[src/hw/timer8_pkg.sv]
/*
 package of the 8-bit timer capture and waveform block: register
 offsets, field positions, reset values, divider count and the
 packed carriers shared by the top level and its two leaf modules.
 assumes an 8-bit register port with a 4-bit word address.
*/
package timer8_pkg;

   // register port geometry
   localparam int ADDR_W = 4;
   localparam int DATA_W = 8;

   // register offsets
   localparam logic [3:0] CONTROL_ADDR = 4'h0;
   localparam logic [3:0] COMPARE_ONE_ADDR = 4'h1;
   localparam logic [3:0] COMPARE_TWO_ADDR = 4'h2;
   localparam logic [3:0] COUNTER_ADDR = 4'h3;
   localparam logic [3:0] CAPTURE_ONE_ADDR = 4'h4;
   localparam logic [3:0] CAPTURE_TWO_ADDR = 4'h5;
   localparam logic [3:0] STATUS_ADDR = 4'h6;
   localparam logic [3:0] IRQ_CLEAR_ADDR = 4'h7;
   localparam logic [3:0] IRQ_ENABLE_ADDR = 4'h8;
   localparam logic [3:0] PIN_STATE_ADDR = 4'h9;

   // control register fields
   localparam int CTL_TIMER_EN = 0;
   localparam int CTL_PWM_EN = 1;
   localparam int CTL_ONE_PULSE = 2;
   localparam int CTL_EDGE_ONE = 3;
   localparam int CTL_EDGE_TWO = 4;
   localparam int CTL_LEVEL_ONE = 5;
   localparam int CTL_LEVEL_TWO = 6;

   // event bits of status, clear and enable registers
   localparam int EVT_W = 5;
   localparam int EVT_CAPTURE_ONE = 0;
   localparam int EVT_CAPTURE_TWO = 1;
   localparam int EVT_COMPARE_ONE = 2;
   localparam int EVT_COMPARE_TWO = 3;
   localparam int EVT_OVERFLOW = 4;

   // reset values
   localparam logic [7:0] CONTROL_RESET = 8'h00;
   localparam logic [7:0] COMPARE_RESET = 8'h00;
   localparam logic [4:0] IRQ_ENABLE_RESET = 5'h00;
   localparam logic PIN_RESET = 1'b0;

   // counter values
   localparam logic [7:0] COUNT_TOP = 8'hFF;
   localparam logic [7:0] COUNT_ZERO = 8'h00;

   // timer tick divider: one tick every TICK_DIV clock cycles
   localparam int TICK_DIV = 4;
   localparam logic [1:0] TICK_LAST = 2'(TICK_DIV - 1);

   // one register port request
   typedef struct packed {
      logic wr;
      logic rd;
      logic [3:0] addr;
      logic [7:0] wdata;
   } bus_req_t;

   // control register layout
   typedef struct packed {
      logic spare;
      logic level_two;
      logic level_one;
      logic edge_two;
      logic edge_one;
      logic one_pulse;
      logic pwm_en;
      logic timer_en;
   } control_t;

endpackage

[src/hw/capture_edge.sv]
/*
 edge detector of one input capture channel: a one-cycle pulse on
 the selected transition of the capture input while enabled.
 assumes the input is synchronous to the clock.
*/
`timescale 1ns/1ps
module capture_edge (
   // clock and reset
   input wire logic clk_i,
   input wire logic rst_n_i,
   // channel control
   input wire logic enable_i,
   input wire logic edge_rising_i,
   // capture pin and event
   input wire logic sample_i,
   output logic event_o
);
   import timer8_pkg::*;

   typedef struct packed {
      logic primed;
      logic prev;
   } edge_state_t;

   edge_state_t state_reg;
   edge_state_t state_next;

   // remember last level; first sample after reset only primes
   always_comb begin
      state_next = state_reg;
      state_next.prev = sample_i;
      state_next.primed = 1'b1;
   end

   always_ff @(posedge clk_i or negedge rst_n_i) begin
      if (!rst_n_i) begin
         state_reg <= '0;
      end else begin
         state_reg <= state_next;
      end
   end

   always_comb begin
      if (edge_rising_i) begin
         event_o = enable_i & state_reg.primed & sample_i & ~state_reg.prev;
      end else begin
         event_o = enable_i & state_reg.primed & ~sample_i & state_reg.prev;
      end
   end

endmodule // capture_edge

[src/hw/event_status.sv]
/*
 sticky event flags with write-one-to-clear, an enable register of
 the same layout and one level interrupt output.
 assumes event pulses and strobes come from the same clock.
*/
`timescale 1ns/1ps
module event_status (
   // clock and reset
   input wire logic clk_i,
   input wire logic rst_n_i,
   // events
   input wire logic [timer8_pkg::EVT_W-1:0] set_i,
   // software access
   input wire logic clear_wr_i,
   input wire logic enable_wr_i,
   input wire logic [timer8_pkg::EVT_W-1:0] data_i,
   // state
   output logic [timer8_pkg::EVT_W-1:0] status_o,
   output logic [timer8_pkg::EVT_W-1:0] enable_o,
   output logic irq_o
);
   import timer8_pkg::*;

   typedef struct packed {
      logic [EVT_W-1:0] status;
      logic [EVT_W-1:0] enable;
   } evt_state_t;

   evt_state_t state_reg;
   evt_state_t state_next;

   // a set in the clearing cycle wins over the clear
   always_comb begin
      state_next = state_reg;
      if (clear_wr_i) begin
         state_next.status = state_reg.status & ~data_i;
      end
      state_next.status = state_next.status | set_i;
      if (enable_wr_i) begin
         state_next.enable = data_i;
      end
   end

   always_ff @(posedge clk_i or negedge rst_n_i) begin
      if (!rst_n_i) begin
         state_reg.status <= '0;
         state_reg.enable <= IRQ_ENABLE_RESET;
      end else begin
         state_reg <= state_next;
      end
   end

   // outputs
   assign status_o = state_reg.status;
   assign enable_o = state_reg.enable;
   assign irq_o = |(state_reg.status & state_reg.enable);

endmodule // event_status

[src/hw/timer8_capture_pwm.sv]
/*
 capture and waveform part of an 8-bit free-running timer: two
 capture channels, two compare registers, one compare output pin,
 a pulse width modulation mode, sticky event flags and interrupt.
 assumes all inputs synchronous to clk_i and a register master that
 never asserts both strobes in one cycle.
*/
// Behaviour
// - two capture channels, each configured separately
// - edge select 0 falling, 1 rising
// - modulation or one-pulse: only channel two captures
// - valid edge sets a readable capture flag
// - both modes on: modulation wins, one-pulse ignored
// - compare values and levels shape the waveform
// - first compare match drives level one; one-pulse mode holds the pin instead
// - second match drives same pin, level two, only in modulation
// - no compare flags in modulation mode
// - modulation: second match sets capture one flag

`timescale 1ns/1ps
module timer8_capture_pwm (
   // clock and reset
   input wire logic clk_i,
   input wire logic resetn_i,
   // register port
   input wire timer8_pkg::bus_req_t bus_i,
   output logic [timer8_pkg::DATA_W-1:0] rdata_o,
   // capture pins
   input wire logic capture_input_one_i,
   input wire logic capture_input_two_i,
   // compare pin and interrupt
   output logic compare_output_one_o,
   output logic irq_o
);
   import timer8_pkg::*;

   // register map, one byte each
   //   0 control, bit 7 reads 0
   //   1 compare value one
   //   2 compare value two
   //   3 counter, read only; any write restarts count and divider
   //   4 capture one, count latched on a channel one edge
   //   5 capture two, count latched on a channel two edge
   //   6 status: sticky event flags, read only
   //   7 interrupt clear: a one clears that flag, write only
   //   8 interrupt enable, same layout as status
   //   9 pin state: bit 0 is the compare output pin
   //   other addresses read 0 and ignore writes
   // control bits: 0 timer enable, 1 modulation, 2 one-pulse,
   //   3 and 4 edge of channel one and two (1 rising), 5 and 6 levels
   // event bits: 0 capture one, 1 capture two, 2 compare one,
   //   3 compare two, 4 counter wrap

   // whole state of the block
   typedef struct packed {
      control_t ctrl;
      logic [7:0] compare_value_one;
      logic [7:0] compare_value_two;
      logic [7:0] count;
      logic [7:0] capture_one;
      logic [7:0] capture_two;
      logic [1:0] div;
      logic pin;
      logic [7:0] rdata;
   } top_state_t;

   top_state_t state_reg;
   top_state_t state_next;

   logic [1:0] rst_sync_reg;
   logic rst_n;

   // decoded modes and events
   logic pwm_active;
   logic one_pulse_mode;
   logic cap_one_enable;
   logic cap_two_enable;
   logic tick;
   logic match_one;
   logic match_two;
   logic overflow;
   logic [1:0] cap_event;

   // flag block connections
   logic [EVT_W-1:0] evt_set;
   logic [EVT_W-1:0] evt_status;
   logic [EVT_W-1:0] evt_enable;
   logic clear_wr;
   logic enable_wr;

   // capture channel vectors
   logic [1:0] cap_pin;
   logic [1:0] cap_rising;
   logic [1:0] cap_en;

   // reset release through two flops: the raw reset only clears
   // these two, the rest leaves reset on the second edge after
   // release, so no flop sees its reset end close to an edge
   always_ff @(posedge clk_i or negedge resetn_i) begin
      if (!resetn_i) begin
         rst_sync_reg <= 2'b00;
      end else begin
         rst_sync_reg <= {rst_sync_reg[0], 1'b1};
      end
   end

   assign rst_n = rst_sync_reg[1];

   // mode decode: modulation, then one-pulse, then plain compare
   // modulation has priority over one-pulse
   assign pwm_active = state_reg.ctrl.pwm_en;
   assign one_pulse_mode = state_reg.ctrl.one_pulse & ~pwm_active;

   // first channel lost in either mode
   assign cap_one_enable = state_reg.ctrl.timer_en & ~pwm_active &
                           ~one_pulse_mode;
   assign cap_two_enable = state_reg.ctrl.timer_en;

   // counter tick from the divider
   // one clock in TICK_DIV, and none while the timer is stopped
   assign tick = state_reg.ctrl.timer_en & (state_reg.div == TICK_LAST);

   // compare matches on the count value seen at the tick
   // a match counts once, on the tick that sees the equal count
   assign match_one = tick &
                      (state_reg.count == state_reg.compare_value_one);
   assign match_two = tick &
                      (state_reg.count == state_reg.compare_value_two);

   // wrap of the free-running count, not a modulation restart
   assign overflow = tick & (state_reg.count == COUNT_TOP) &
                     ~(pwm_active & match_two);

   // channel one loses its pin whenever either waveform mode is on;
   // channel two only needs the timer enabled. an edge latches the
   // count and raises the channel's flag; in modulation the period
   // match raises flag one in place of the disabled channel one edge

   // per-channel control vectors, channel one in bit 0
   assign cap_pin = {capture_input_two_i, capture_input_one_i};
   assign cap_rising = {state_reg.ctrl.edge_two, state_reg.ctrl.edge_one};
   assign cap_en = {cap_two_enable, cap_one_enable};

   genvar ch;
   generate
      for (ch = 0; ch < 2; ch++) begin : g_capture
         capture_edge u_edge (
            .clk_i(clk_i),
            .rst_n_i(rst_n),
            .enable_i(cap_en[ch]),
            .edge_rising_i(cap_rising[ch]),
            .sample_i(cap_pin[ch]),
            .event_o(cap_event[ch])
         );
      end
   endgenerate

   // event vector feeding the sticky flags
   always_comb begin
      evt_set = '0;
      evt_set[EVT_CAPTURE_ONE] = cap_event[0];
      evt_set[EVT_CAPTURE_TWO] = cap_event[1];
      if (pwm_active && match_two) begin
         evt_set[EVT_CAPTURE_ONE] = 1'b1;
      end
      // compare flags held off in modulation
      evt_set[EVT_COMPARE_ONE] = match_one & ~pwm_active;
      evt_set[EVT_COMPARE_TWO] = match_two & ~pwm_active;
      evt_set[EVT_OVERFLOW] = overflow;
   end

   // write strobes for the flag block
   assign clear_wr = bus_i.wr & (bus_i.addr == IRQ_CLEAR_ADDR);
   assign enable_wr = bus_i.wr & (bus_i.addr == IRQ_ENABLE_ADDR);

   // one level interrupt, high while any enabled flag is set; a set
   // and a clear in one cycle leave the flag set, so none is lost
   event_status u_status (
      .clk_i(clk_i),
      .rst_n_i(rst_n),
      .set_i(evt_set),
      .clear_wr_i(clear_wr),
      .enable_wr_i(enable_wr),
      .data_i(bus_i.wdata[EVT_W-1:0]),
      .status_o(evt_status),
      .enable_o(evt_enable),
      .irq_o(irq_o)
   );

   // modulation timing, one tick being TICK_DIV clocks:
   //   tick seeing count equal to compare one: pin takes level one
   //   tick seeing count equal to compare two: pin takes level two,
   //   the count restarts at zero and flag one is raised
   //   level one lasts (two - one) ticks, level two (one + 1) ticks
   //   both matches in one tick: level two wins, the period ends
   //   compare one at or above compare two keeps the pin at level two
   //   values above FC are stored as written and left to software
   // outside modulation match one drives level one unless one-pulse
   // mode holds the pin, and match two only raises its own flag

   // next state: divider, counter, pin, captures, registers, read
   always_comb begin
      state_next = state_reg;

      // divider runs only while the timer is enabled
      // stopping or a counter write restarts it from zero
      if (!state_reg.ctrl.timer_en || tick) begin
         state_next.div = 2'b00;
      end else begin
         state_next.div = state_reg.div + 2'b01;
      end

      // free-running count
      if (tick) begin
         state_next.count = state_reg.count + 8'h01;
      end
      if (pwm_active && match_two) begin
         state_next.count = COUNT_ZERO;
      end

      if (pwm_active) begin
         // second match drives the same pin
         if (match_two) begin
            state_next.pin = state_reg.ctrl.level_two;
         end else if (match_one) begin
            state_next.pin = state_reg.ctrl.level_one;
         end
      end else if (match_one && !one_pulse_mode) begin
         state_next.pin = state_reg.ctrl.level_one;
      end

      // latch the count on each capture
      // a later edge overwrites a capture software has not read
      if (cap_event[0]) begin
         state_next.capture_one = state_reg.count;
      end
      if (cap_event[1]) begin
         state_next.capture_two = state_reg.count;
      end

      // register writes
      if (bus_i.wr) begin
         case (bus_i.addr)
            CONTROL_ADDR: begin
               state_next.ctrl = control_t'(bus_i.wdata);
               state_next.ctrl.spare = 1'b0;
            end
            COMPARE_ONE_ADDR: begin
               state_next.compare_value_one = bus_i.wdata;
            end
            COMPARE_TWO_ADDR: begin
               state_next.compare_value_two = bus_i.wdata;
            end
            COUNTER_ADDR: begin
               // any write restarts the count and divider
               state_next.count = COUNT_ZERO;
               state_next.div = 2'b00;
            end
            // flag clear and enable live in the flag block
            IRQ_CLEAR_ADDR, IRQ_ENABLE_ADDR: begin
            end
            // read-only registers ignore writes
            CAPTURE_ONE_ADDR, CAPTURE_TWO_ADDR, STATUS_ADDR,
            PIN_STATE_ADDR: begin
            end
            default: begin
            end
         endcase
      end

      // read data stand for one cycle only
      // then return to zero, so a stale value never looks fresh
      state_next.rdata = 8'h00;
      if (bus_i.rd) begin
         case (bus_i.addr)
            CONTROL_ADDR: begin
               state_next.rdata = state_reg.ctrl;
            end
            COMPARE_ONE_ADDR: begin
               state_next.rdata = state_reg.compare_value_one;
            end
            COMPARE_TWO_ADDR: begin
               state_next.rdata = state_reg.compare_value_two;
            end
            COUNTER_ADDR: begin
               state_next.rdata = state_reg.count;
            end
            CAPTURE_ONE_ADDR: begin
               state_next.rdata = state_reg.capture_one;
            end
            CAPTURE_TWO_ADDR: begin
               state_next.rdata = state_reg.capture_two;
            end
            STATUS_ADDR: begin
               state_next.rdata = {3'h0, evt_status};
            end
            IRQ_ENABLE_ADDR: begin
               state_next.rdata = {3'h0, evt_enable};
            end
            PIN_STATE_ADDR: begin
               state_next.rdata = {7'h00, state_reg.pin};
            end
            default: begin
               state_next.rdata = 8'h00;
            end
         endcase
      end
   end

   // state register
   always_ff @(posedge clk_i or negedge rst_n) begin
      if (!rst_n) begin
         state_reg.ctrl <= control_t'(CONTROL_RESET);
         state_reg.compare_value_one <= COMPARE_RESET;
         state_reg.compare_value_two <= COMPARE_RESET;
         state_reg.count <= COUNT_ZERO;
         state_reg.capture_one <= 8'h00;
         state_reg.capture_two <= 8'h00;
         state_reg.div <= 2'b00;
         state_reg.pin <= PIN_RESET;
         state_reg.rdata <= 8'h00;
      end else begin
         state_reg <= state_next;
      end
   end

   // outputs from flops
   // pin and read data leave flops, so no decode glitch reaches them
   assign rdata_o = state_reg.rdata;
   assign compare_output_one_o = state_reg.pin;

endmodule // timer8_capture_pwm

[config.mk]
export PLATFORM = sky130hd
export DESIGN_NAME = timer8_capture_pwm
export DESIGN_NICKNAME = d
export VERILOG_FILES = /design/src/hw/timer8_pkg.sv /design/src/hw/capture_edge.sv /design/src/hw/event_status.sv /design/src/hw/timer8_capture_pwm.sv
export SDC_FILE = /design/constraint.sdc
export NUM_CORES = 1
export LEC_CHECK = 0
export BUFFER_PORTS_ARGS = -buffer_cell sky130_fd_sc_hd__buf_2
export CAP_MARGIN = 20
export CELL_PAD_IN_SITES_DETAIL_PLACEMENT = 0
export CELL_PAD_IN_SITES_GLOBAL_PLACEMENT = 2
export CORE_MARGIN = 5
export CORE_UTILIZATION = 30
export CTS_CLUSTER_DIAMETER = 100
export DETAILED_ROUTE_END_ITERATION = 8
export PLACE_DENSITY_LB_ADDON = 0.1
export SYNTH_ARGS = -nofsm -noshare
export SYNTH_HDL_FRONTEND = slang
export SYNTH_SLANG_ARGS = --single-unit
[constraint.sdc]
create_clock -name clk_i -period 2.75 [get_ports clk_i]
set_input_delay 0.4125 -clock clk_i [delete_from_list [all_inputs] [get_ports clk_i]]
set_output_delay 0.4125 -clock clk_i [all_outputs]
set_load 0.005 [all_outputs]
==> flow_metrics.tcl, run 1 <==
set metrics [dict create \
    status "finished, final reports clean" \
    firstDrtPassIters 4 \
    post-route-period-util_pct 67.6 \
    synthCells 318 \
    drive_gt1_share_pct 34.4 \
    finClkSkew_ns 0.00627 \
    path_clk_slew_ns 0.06 \
    worst-path-max-fanout 11 \
    slowest_delay_ns 0.38 \
    setup_tns_ns 0 \
    rows 41 \
    ys_types 62 \
    finalHoldViolCount 0 \
    ys_warn_count 0 \
    seq_area_frac_synth_pct 47.5 \
    cts_root_buf "clkbuf_16" \
    period_needed_ns 1.86 \
    syn_avg_cell_area_um2 12.1 \
    grt_start_max_net_pins 72 \
    drc 0 \
    clkSinkCount 73 \
    cts_tree "done" \
    post_dp_cell_area_um2 4020 \
    crit_required_ns 2.98 \
    synth-main-ff-cell "dfrtp_1" \
    area_growth_pct 13.0 \
    antenna_found_initial 0 \
    stdcell_area_um2 4350 \
    setup.worst_path.class "reg -> reg" \
    largest_reg_flops 45 \
    tightest_slew_ns 0.977 \
    power_leakage_nw 1.91 \
    critPathLaunchType "flip-flop" \
    wire_per_inst_um 21.4 \
    die_x_um 123 \
    core_area_um2 12600 \
    finalSetupViolations 0 \
    synth_edf_count 0 \
    drv_cap 0 \
    port_buffers 27 \
    vias_per_cell 4.99 \
    n_antenna_cell 0 \
    syn_area_um2 3850 \
    overflow 0 \
    crit_chain "ha_1 > and2_1 > and3_1 > and3_4 > o31a_1" \
    gp_congestion 0.750 \
    async_reset_ff_share_pct 100 \
    rsz0062_at_grt "no" \
    maxSlewViolCount 0 \
    clk_latency_ns 0.34 \
    synth-seq-cells 73 \
    drt_iter0_markers 159 \
    layout_commonest_cell "dfrtp_1" \
    vdd_ir_drop_max_v 0.000247 \
    hold_path.class "in -> reg" \
    cts_resized 0 \
    cts_buffer_depth 2 \
    total_power_mw 3.71 \
    cts_buffers 9 \
    hpwl_mm 7.54 \
    clock.fmax_mhz 538 \
    nets 352 \
    vias 2541 \
    pwr_density_cell_nw_per_um2 853 \
    crit_arrival_ns 2.08 \
    final_cell_mix "dfrtp_1 (72), mux2_2 (56), buf_2 (27)" \
    dieArea_um2 15200 \
    floorplan.initialDensity_pct 30.5 \
    wirelength_mm 10.9 \
    grt_usage_pct 15.5 \
    die_h_um 123 \
    critPathSlowestCell "dfrtp_1" \
    post_cts_buffers 0 \
    grt_pass1_wl_mm 16.8 \
    grt_pass1_vias 2613 \
    hold_buffers 1 \
    end_kind "flip-flop" \
    maxSlewHeadroom_pct 34.9 \
    ant_nets 0 \
    ctsHtreeMaxLevel 3 \
    ioPinCount 28 \
]
## power breakdown
part	total, mW	switching [mW]	internal [mW]	leakage (nW)
sequential	1.68	0.330	1.35	0.914
combinational	0.740	0.317	0.422	0.839
clock	1.28	0.465	0.819	0.154
## final cells by class
class	instances	area (um^2)
fill	1317	8270
sequential	73	1830
multi-input combinational	215	1820
clock buffer	13	250
tap	172	215
timing repair buffer	30	160
clock inverter	3	65.1
inverter	3	11.3
## critical path: cells and delay by family, from the launching register on
| family | cells | cell delay [ns] |
|---|---|---|
| AOI/OAI and AO/OA | 1 | 0.31 |
| and+or+nand+nor | 3 | 0.82 |
| adders and majority gates | 1 | 0.24 |
| DFF | 1 | 0.38 |
## routing by layer
metal | wire length (um) | vias up | global-route usage, %
met4 | 221 | 0 | 6.30
met5 | 0 | - | 0
li1 | - | 1188 | -
met3 | 405 | 14 | 3.02
met1 | 5460 | 1286 | 22.9
met2 | 4810 | 53 | 22.3
## kinds of logic after synthesis
family | count (synthesis) | synth area share, %
AO/OA/AOI/OAI | 41 | 8.42
flip-flops | 73 | 47.5
other | 1 | 0.0974
AND/OR/NAND/NOR | 85 | 13.9
XOR/XNOR | 23 | 5.43
buffers and inverters | 31 | 5.46
multiplexers | 62 | 18.6
adder cells (fa/ha/maj) | 2 | 0.650
## worst paths after layout
check	cells after the start	end	startpoint	slack [ns]
setup / recovery	5	compare_output_one_o$_DFFE_PN0P_	state_reg[9]$_DFF_PN0_	0.89
hold / removal	1	g_capture[0].u_edge.state_reg[0]$_DFF_PN0_	capture_input_one_i	0.20
setup reg to reg	5	compare_output_one_o$_DFFE_PN0P_	state_reg[9]$_DFF_PN0_	0.89
hold reg to reg	0	rst_sync_reg[1]$_DFF_PN0_	rst_sync_reg[0]$_DFF_PN0_	0.36
max in group asynchronous	0	state_reg[40]$_DFFE_PN0P_	rst_sync_reg[1]$_DFF_PN0_	1.62
min in group asynchronous	2	rst_sync_reg[1]$_DFF_PN0_	resetn_i	0.38
## cells in the mapped netlist, types with 4 or more instances
cell type | number | area [um^2]
nand2_1 | 19 | 71.3
buf_4 | 9 | 67.6
nand3_1 | 5 | 25.0
nand3b_1 | 4 | 30.0
buf_2 | 12 | 60.1
mux2_2 | 56 | 631
nand4_1 | 6 | 37.5
buf_6 | 6 | 67.6
nor2_1 | 6 | 22.5
a21oi_1 | 7 | 35.0
nor3_1 | 13 | 65.1
o2bb2ai_1 | 4 | 35.0
nor2b_1 | 4 | 25.0
and3b_1 | 4 | 35.0
a22oi_1 | 4 | 30.0
mux2i_1 | 4 | 40.0
dfrtp_1 | 73 | 1830
xor2_1 | 19 | 166
## metrics by stage
step | setup WS, ns | instances | util, % | hold WS (ns)
2_1_floorplan | 0.567 | 319 | - | 0.117
3_3_place_gp | 0.694 | 492 | 31.9 | 0.198
3_5_place_dp | 0.694 | 492 | 31.9 | 0.200
4_1_cts | 0.885 | 509 | 34.5 | 0.185
5_1_grt | 0.811 | 509 | 34.5 | 0.196
6_report | 0.891 | 509 | 34.5 | 0.201
(Power assumes the default switching activity.)
==> inputs of run 2 (changes only) <==
- clock period: 2.75 -> 1.6 ns (I/O delays scaled with it)
==> run 2 against run 1 <==
Against the previous run:
- the flow now finishes with violations (negative setup slack)
- global-route usage grew 0.65 points
- combinational power grew 140%
- clock skew shrank 0.00055 ns
- wire length grew 3.9%
- worst hold slack lost 0.18 ns
- core utilization grew 4.3 points
- register-to-register slack lost 0.88 ns
- sequential power grew 68%
- total power grew 87%
- critical path depth shrank 2
- setup slack lost 0.94 ns
- critical path type is now reg -> out
- critical endpoint is now irq_o
==> flow_metrics.tcl, run 2 (synthesized netlist as in run 1, its figures left out) <==
set metrics [dict create \
    drive_gt1_share_pct 47.1 \
    path_clk_slew_ns 0.06 \
    cts_buffer_depth 2 \
    r2r-start "state_reg[39]$_DFFE_PN0P_" \
    final_cell_mix "dfrtp_1 (69), mux2_2 (56), buf_4 (43)" \
    cts_buffers 9 \
    pwr-share-comb_pct 25.0 \
    clk_latency_ns 0.35 \
    area_growth_pct 27.0 \
    power.switching_mw 2.10 \
    clock_power_share_pct 34.1 \
    n_antenna_cell 0 \
    slowest_delay_ns 0.42 \
    final_core_util_pct 38.7 \
    finClkSkew_ns 0.00572 \
    power_frac_seq_pct 40.9 \
    drt_iter0_markers 128 \
    setup.worst_path.class "reg -> out" \
    p_sw_share_pct 30.3 \
    period_needed_ns 1.65 \
    hold_path.class "in -> reg" \
    antenna_found_initial 0 \
    rows 41 \
    overflow 0 \
    firstDrtPassIters 4 \
    worst-path-max-fanout 2 \
    total_power_mw 6.93 \
    dieArea_um2 15200 \
    hold-path-endpoint "g_capture[1].u_edge.state_reg[0]$_DFF_PN0_" \
    cts_root_buf "clkbuf_16" \
    power.internal_mw 4.83 \
    maxSlewViolCount 0 \
    wire_per_inst_um 20.4 \
    rsz0062_at_grt "yes" \
    r2r_end "state_reg[34]$_DFF_PN0_" \
    vias_per_cell 4.83 \
    clkSinkCount 73 \
    power_leakage_nw 2.16 \
    grt_start_max_net_pins 27 \
    r2r_cells 5 \
    post-route-period-util_pct 103 \
    ioPinCount 28 \
    finalSetupViolations 1 \
    crit_arrival_ns 1.41 \
    grt_pass1_vias 2795 \
    floorplan.initialDensity_pct 30.5 \
    die_h_um 123 \
    end_kind "primary output" \
    die_x_um 123 \
    core_area_um2 12600 \
    crit_required_ns 1.36 \
    status "finished with violations" \
    cts_tree "done" \
    fin_ws_ns -0.0453 \
    crit_chain "a222oi_1 > nand2_1 > buf_2" \
    grt_usage_pct 16.2 \
    critPathSlowestCell "dfrtp_1" \
    ant_nets 0 \
    hpwl_mm 8.56 \
    drv_cap 0 \
    finalHoldViolCount 0 \
    port_buffers 27 \
    vias 2675 \
    largest_reg_flops 45 \
    vdd_ir_drop_max_v 0.000544 \
    nets 397 \
    hold_depth 1 \
    violations "negative setup slack" \
    reg2reg_setup_slack_ns 0.01 \
    pwr_density_cell_nw_per_um2 1420 \
    grt_pass1_wl_mm 17.5 \
    drc 0 \
    gp_congestion 0.802 \
    ctsHtreeMaxLevel 3 \
    wirelength_mm 11.3 \
    nFillCells 1276 \
    min_from "capture_input_two_i" \
    clock.fmax_mhz 608 \
    critPathLaunchType "flip-flop" \
    layout_commonest_cell "dfrtp_1" \
]
-- run 2: cell count changes in the layout (fill, tap and decap cells not counted), sizes merged --
cell,before,now
bufinv,2,3
buf,29,74
clkinv,1,2
clkbuf,13,9
clkinvlp,0,2
-- run 2: metrics by stage --
stage	std cells	setup TNS [ns]	hold slack, ns	setup WS, ns	instance area (um^2)
floorplan	319	0	-0.0556	0.0111	3860
global placement	533	-0.533	0.0253	-0.125	4380
detailed placement	533	-0.201	0.0274	-0.0828	4380
CTS	552	-0.0326	0.0150	-0.0326	4780
global route	554	-0.269	0.0174	-0.0821	4890
finish	554	-0.0453	0.0229	-0.0453	4890
-- run 2: power by group through the flow --
stage	Clock, mW	Combinational [mW]	Sequential (mW)
after floorplan	0	1.19	2.60
after global placement	0	1.57	2.85
after detailed placement	0	1.59	2.86
after CTS	2.43	1.63	2.82
after global routing	2.50	1.89	2.88
final	2.36	1.74	2.83
-- run 2: critical path, delay by kind of cell (launching register included) --
kind,cells,cell delay [ns]
buffers and inverters,1,0.14
flip-flops,1,0.42
AO/OA/AOI/OAI,1,0.37
AND/OR/NAND/NOR,1,0.13
-- run 2: timing repair --
action                                 4_1_cts  5_1_grt
buffers inserted                             2        2
endpoints found under the hold margin        2        0
pin swaps                                    2       13
hold buffers                                 1        0
resized for setup                            5       18
setup endpoints to repair                    8       25
-- run 2: routing by layer --
layer | track usage (%) | routed length, um
met1 | 22.8 | 5440
met2 | 24.1 | 5190
met3 | 3.84 | 442
met4 | 6.37 | 242
met5 | 0 | 0
-- run 2: layout make-up --
type                    count  area (um^2)  area share [%]
multi-input cells         215         1930            39.6
flip-flops and latches     73         1830            37.5
repair buffers             75          548            11.2
clock buffers               9          225            4.61
well taps                 172          215            4.40
clock inverters             7          119            2.43
inverters                   3         11.3           0.230
-- run 2: worst max path at each step --
stage	from	to	slack, ns	depth (start not counted)
final	u_status.status_o[3]$_DFF_PN0_	irq_o	-0.05	3
after global placement	bus_i[8]	rdata_o[2]$_DFF_PN0_	-0.12	6
after CTS	u_status.status_o[3]$_DFF_PN0_	irq_o	-0.03	3
after global routing	u_status.status_o[3]$_DFF_PN0_	irq_o	-0.08	3
after detailed placement	bus_i[8]	rdata_o[2]$_DFF_PN0_	-0.08	6
after floorplan	state_reg[9]$_DFF_PN0_	u_status.status_o[0]$_DFF_PN0_	0.01	7
==> inputs of run 3 (changes only) <==
- CORE_ASPECT_RATIO: default -> 1.1
- SKIP_LAST_GASP: default -> 1
==> run 3 against run 2 <==
Against the previous run:
- via count increased by 1.7%
- clock-buffer cell count rose by 2
- total power is 7.3% lower
- combinational power about the same
- register-to-register slack better by 0.04 ns
- flip-flop and latch count unchanged
- design area is 2.6% lower
- sequential power down 3%
- the flow now finishes without violations
- maximum frequency increased by 4.5%
- largest power group unchanged
- core utilization fell by 0.92 points
- die area hardly changed
==> flow_metrics.tcl, run 3 (synthesized netlist as in run 1, its figures left out) <==
set metrics [dict create \
    hold_slack_ns 0.0358 \
    critPathLaunch "u_status.status_o[0]$_DFF_PN0_" \
    finalSetupViolations 0 \
    largest_reg_flops 45 \
    pwr_density_cell_nw_per_um2 1350 \
    r2r_end "compare_output_one_o$_DFFE_PN0P_" \
    clk_latency_ns 0.34 \
    hold_path.class "in -> reg" \
    nFillCells 1264 \
    path_clk_slew_ns 0.06 \
    die_x_um 118 \
    maxSlewViolCount 0 \
    power_leakage_nw 2.17 \
    post_dp_cell_area_um2 4410 \
    post-route-period-util_pct 98.4 \
    drc 0 \
    stdcell_area_um2 4760 \
    n_antenna_cell 0 \
    grt_usage_pct 15.4 \
    vias 2721 \
    firstDrtPassIters 4 \
    gp_congestion 0.781 \
    grt_pass1_wl_mm 17.3 \
    core_area_um2 12600 \
    min_from "capture_input_one_i" \
    vias_per_cell 5.00 \
    clock.fmax_mhz 635 \
    rsz0062_at_grt "yes" \
    rows 43 \
    worst-path-max-fanout 3 \
    drv_cap 0 \
    vdd_ir_drop_max_v 0.000651 \
    end_kind "primary output" \
    ctsHtreeMaxLevel 3 \
    dieArea_um2 15200 \
    crit_arrival_ns 1.33 \
    period_needed_ns 1.57 \
    reg2reg_setup_slack_ns 0.05 \
    status "finished, final reports clean" \
    r2r_cells 5 \
    r2r-start "state_reg[9]$_DFF_PN0_" \
    port_buffers 27 \
    finClkSkew_ns 0.00888 \
    setup.worst_path.class "reg -> out" \
    cts_buffer_depth 2 \
    floorplan.initialDensity_pct 30.6 \
    critPathLaunchType "flip-flop" \
    finalHoldViolCount 0 \
    grt_pass1_vias 2807 \
    cts_root_buf "clkbuf_16" \
    ant_nets 0 \
    cts_buffers 9 \
    layout_commonest_cell "dfrtp_1" \
    clkSinkCount 73 \
    ioPinCount 28 \
    cts_tree "done" \
    final_cell_mix "dfrtp_1 (70), mux2_2 (56), buf_4 (48)" \
    grt_start_max_net_pins 47 \
    crit_required_ns 1.36 \
    overflow 0 \
    critical_path.endpoint "irq_o" \
    antenna_found_initial 0 \
    hpwl_mm 8.37 \
    nets 402 \
    wirelength_mm 11.1 \
    area_growth_pct 23.7 \
    die_h_um 129 \
    drive_gt1_share_pct 46.3 \
    drt_iter0_markers 96 \
    wire_per_inst_um 20.4 \
]
-- run 3: cell count changes in the layout (fill, tap and decap cells not counted), sizes merged --
cell    previous run  this run
clkinv             2         3
clkbuf             9        11
bufinv             3         0
buf               74        79
-- run 3: repair_timing --
item / in CTS / in global routing
gates resized for setup: 0 / 9
endpoints found under the hold margin: 2 / 0
buffers inserted: 1 / 2
pin swaps: 2 / 4
hold buffers: 1 / 0
endpoints found under the setup margin: 1 / 15
-- run 3: critical path: stages, from the launching register on --
cell and delay (ns):
dfrtp_1 0.42, a222oi_1 0.33, nand2_1 0.10, buf_2 0.14
-- run 3: report_power, final --
part           switching (mW)  total, mW  internal (mW)
clock                   0.812       1.94           1.13
sequential              0.421       2.75           2.33
combinational           0.782       1.73          0.951
-- run 3: worst min path at each step --
stage | endpoint | slack, ns | cells past startpoint
after CTS | g_capture[1].u_edge.state_reg[0]$_DFF_PN0_ | 0.02 | 1
after global routing | g_capture[1].u_edge.state_reg[0]$_DFF_PN0_ | 0.03 | 1
after global placement | rst_sync_reg[0]$_DFF_PN0_ | 0.03 | 1
after floorplan | rst_sync_reg[0]$_DFF_PN0_ | -0.06 | 0
final | g_capture[0].u_edge.state_reg[0]$_DFF_PN0_ | 0.04 | 1
after detailed placement | rst_sync_reg[0]$_DFF_PN0_ | 0.03 | 1
-- run 3: area by class of cell --
| cell class | count | area, um^2 | area share, % |
|---|---|---|---|
| timing repair buffer | 80 | 586 | 12.3 |
| multi-input combinational | 215 | 1850 | 38.9 |
| inverter | 3 | 11.3 | 0.237 |
| clock buffer | 11 | 253 | 5.31 |
| tap | 157 | 196 | 4.13 |
| sequential | 73 | 1830 | 38.5 |
| clock inverter | 5 | 30.0 | 0.631 |
-- run 3: metrics by stage --
step / setup slack, ns / total power, mW / util (%) / TNS, ns / std cells
finish: 0.0253 / 6.42 / 37.8 / 0 / 544
detailed placement: -0.0119 / 4.48 / 35.0 / -0.0119 / 524
CTS: -0.0227 / 6.48 / 37.4 / -0.0227 / 542
global placement: 0.00734 / 4.46 / 35.0 / 0 / 524
floorplan: 0.0111 / 3.79 / - / 0 / 319
global route: -0.0404 / 6.81 / 37.8 / -0.0773 / 544
-- run 3: metal layers --
metal | vias up | GRT usage, % | routed length (um)
met5 | - | 0 | 0
met4 | 0 | 5.26 | 133
met3 | 13 | 3.38 | 556
met2 | 59 | 24.3 | 5210
met1 | 1371 | 21.1 | 5190
li1 | 1278 | - | -
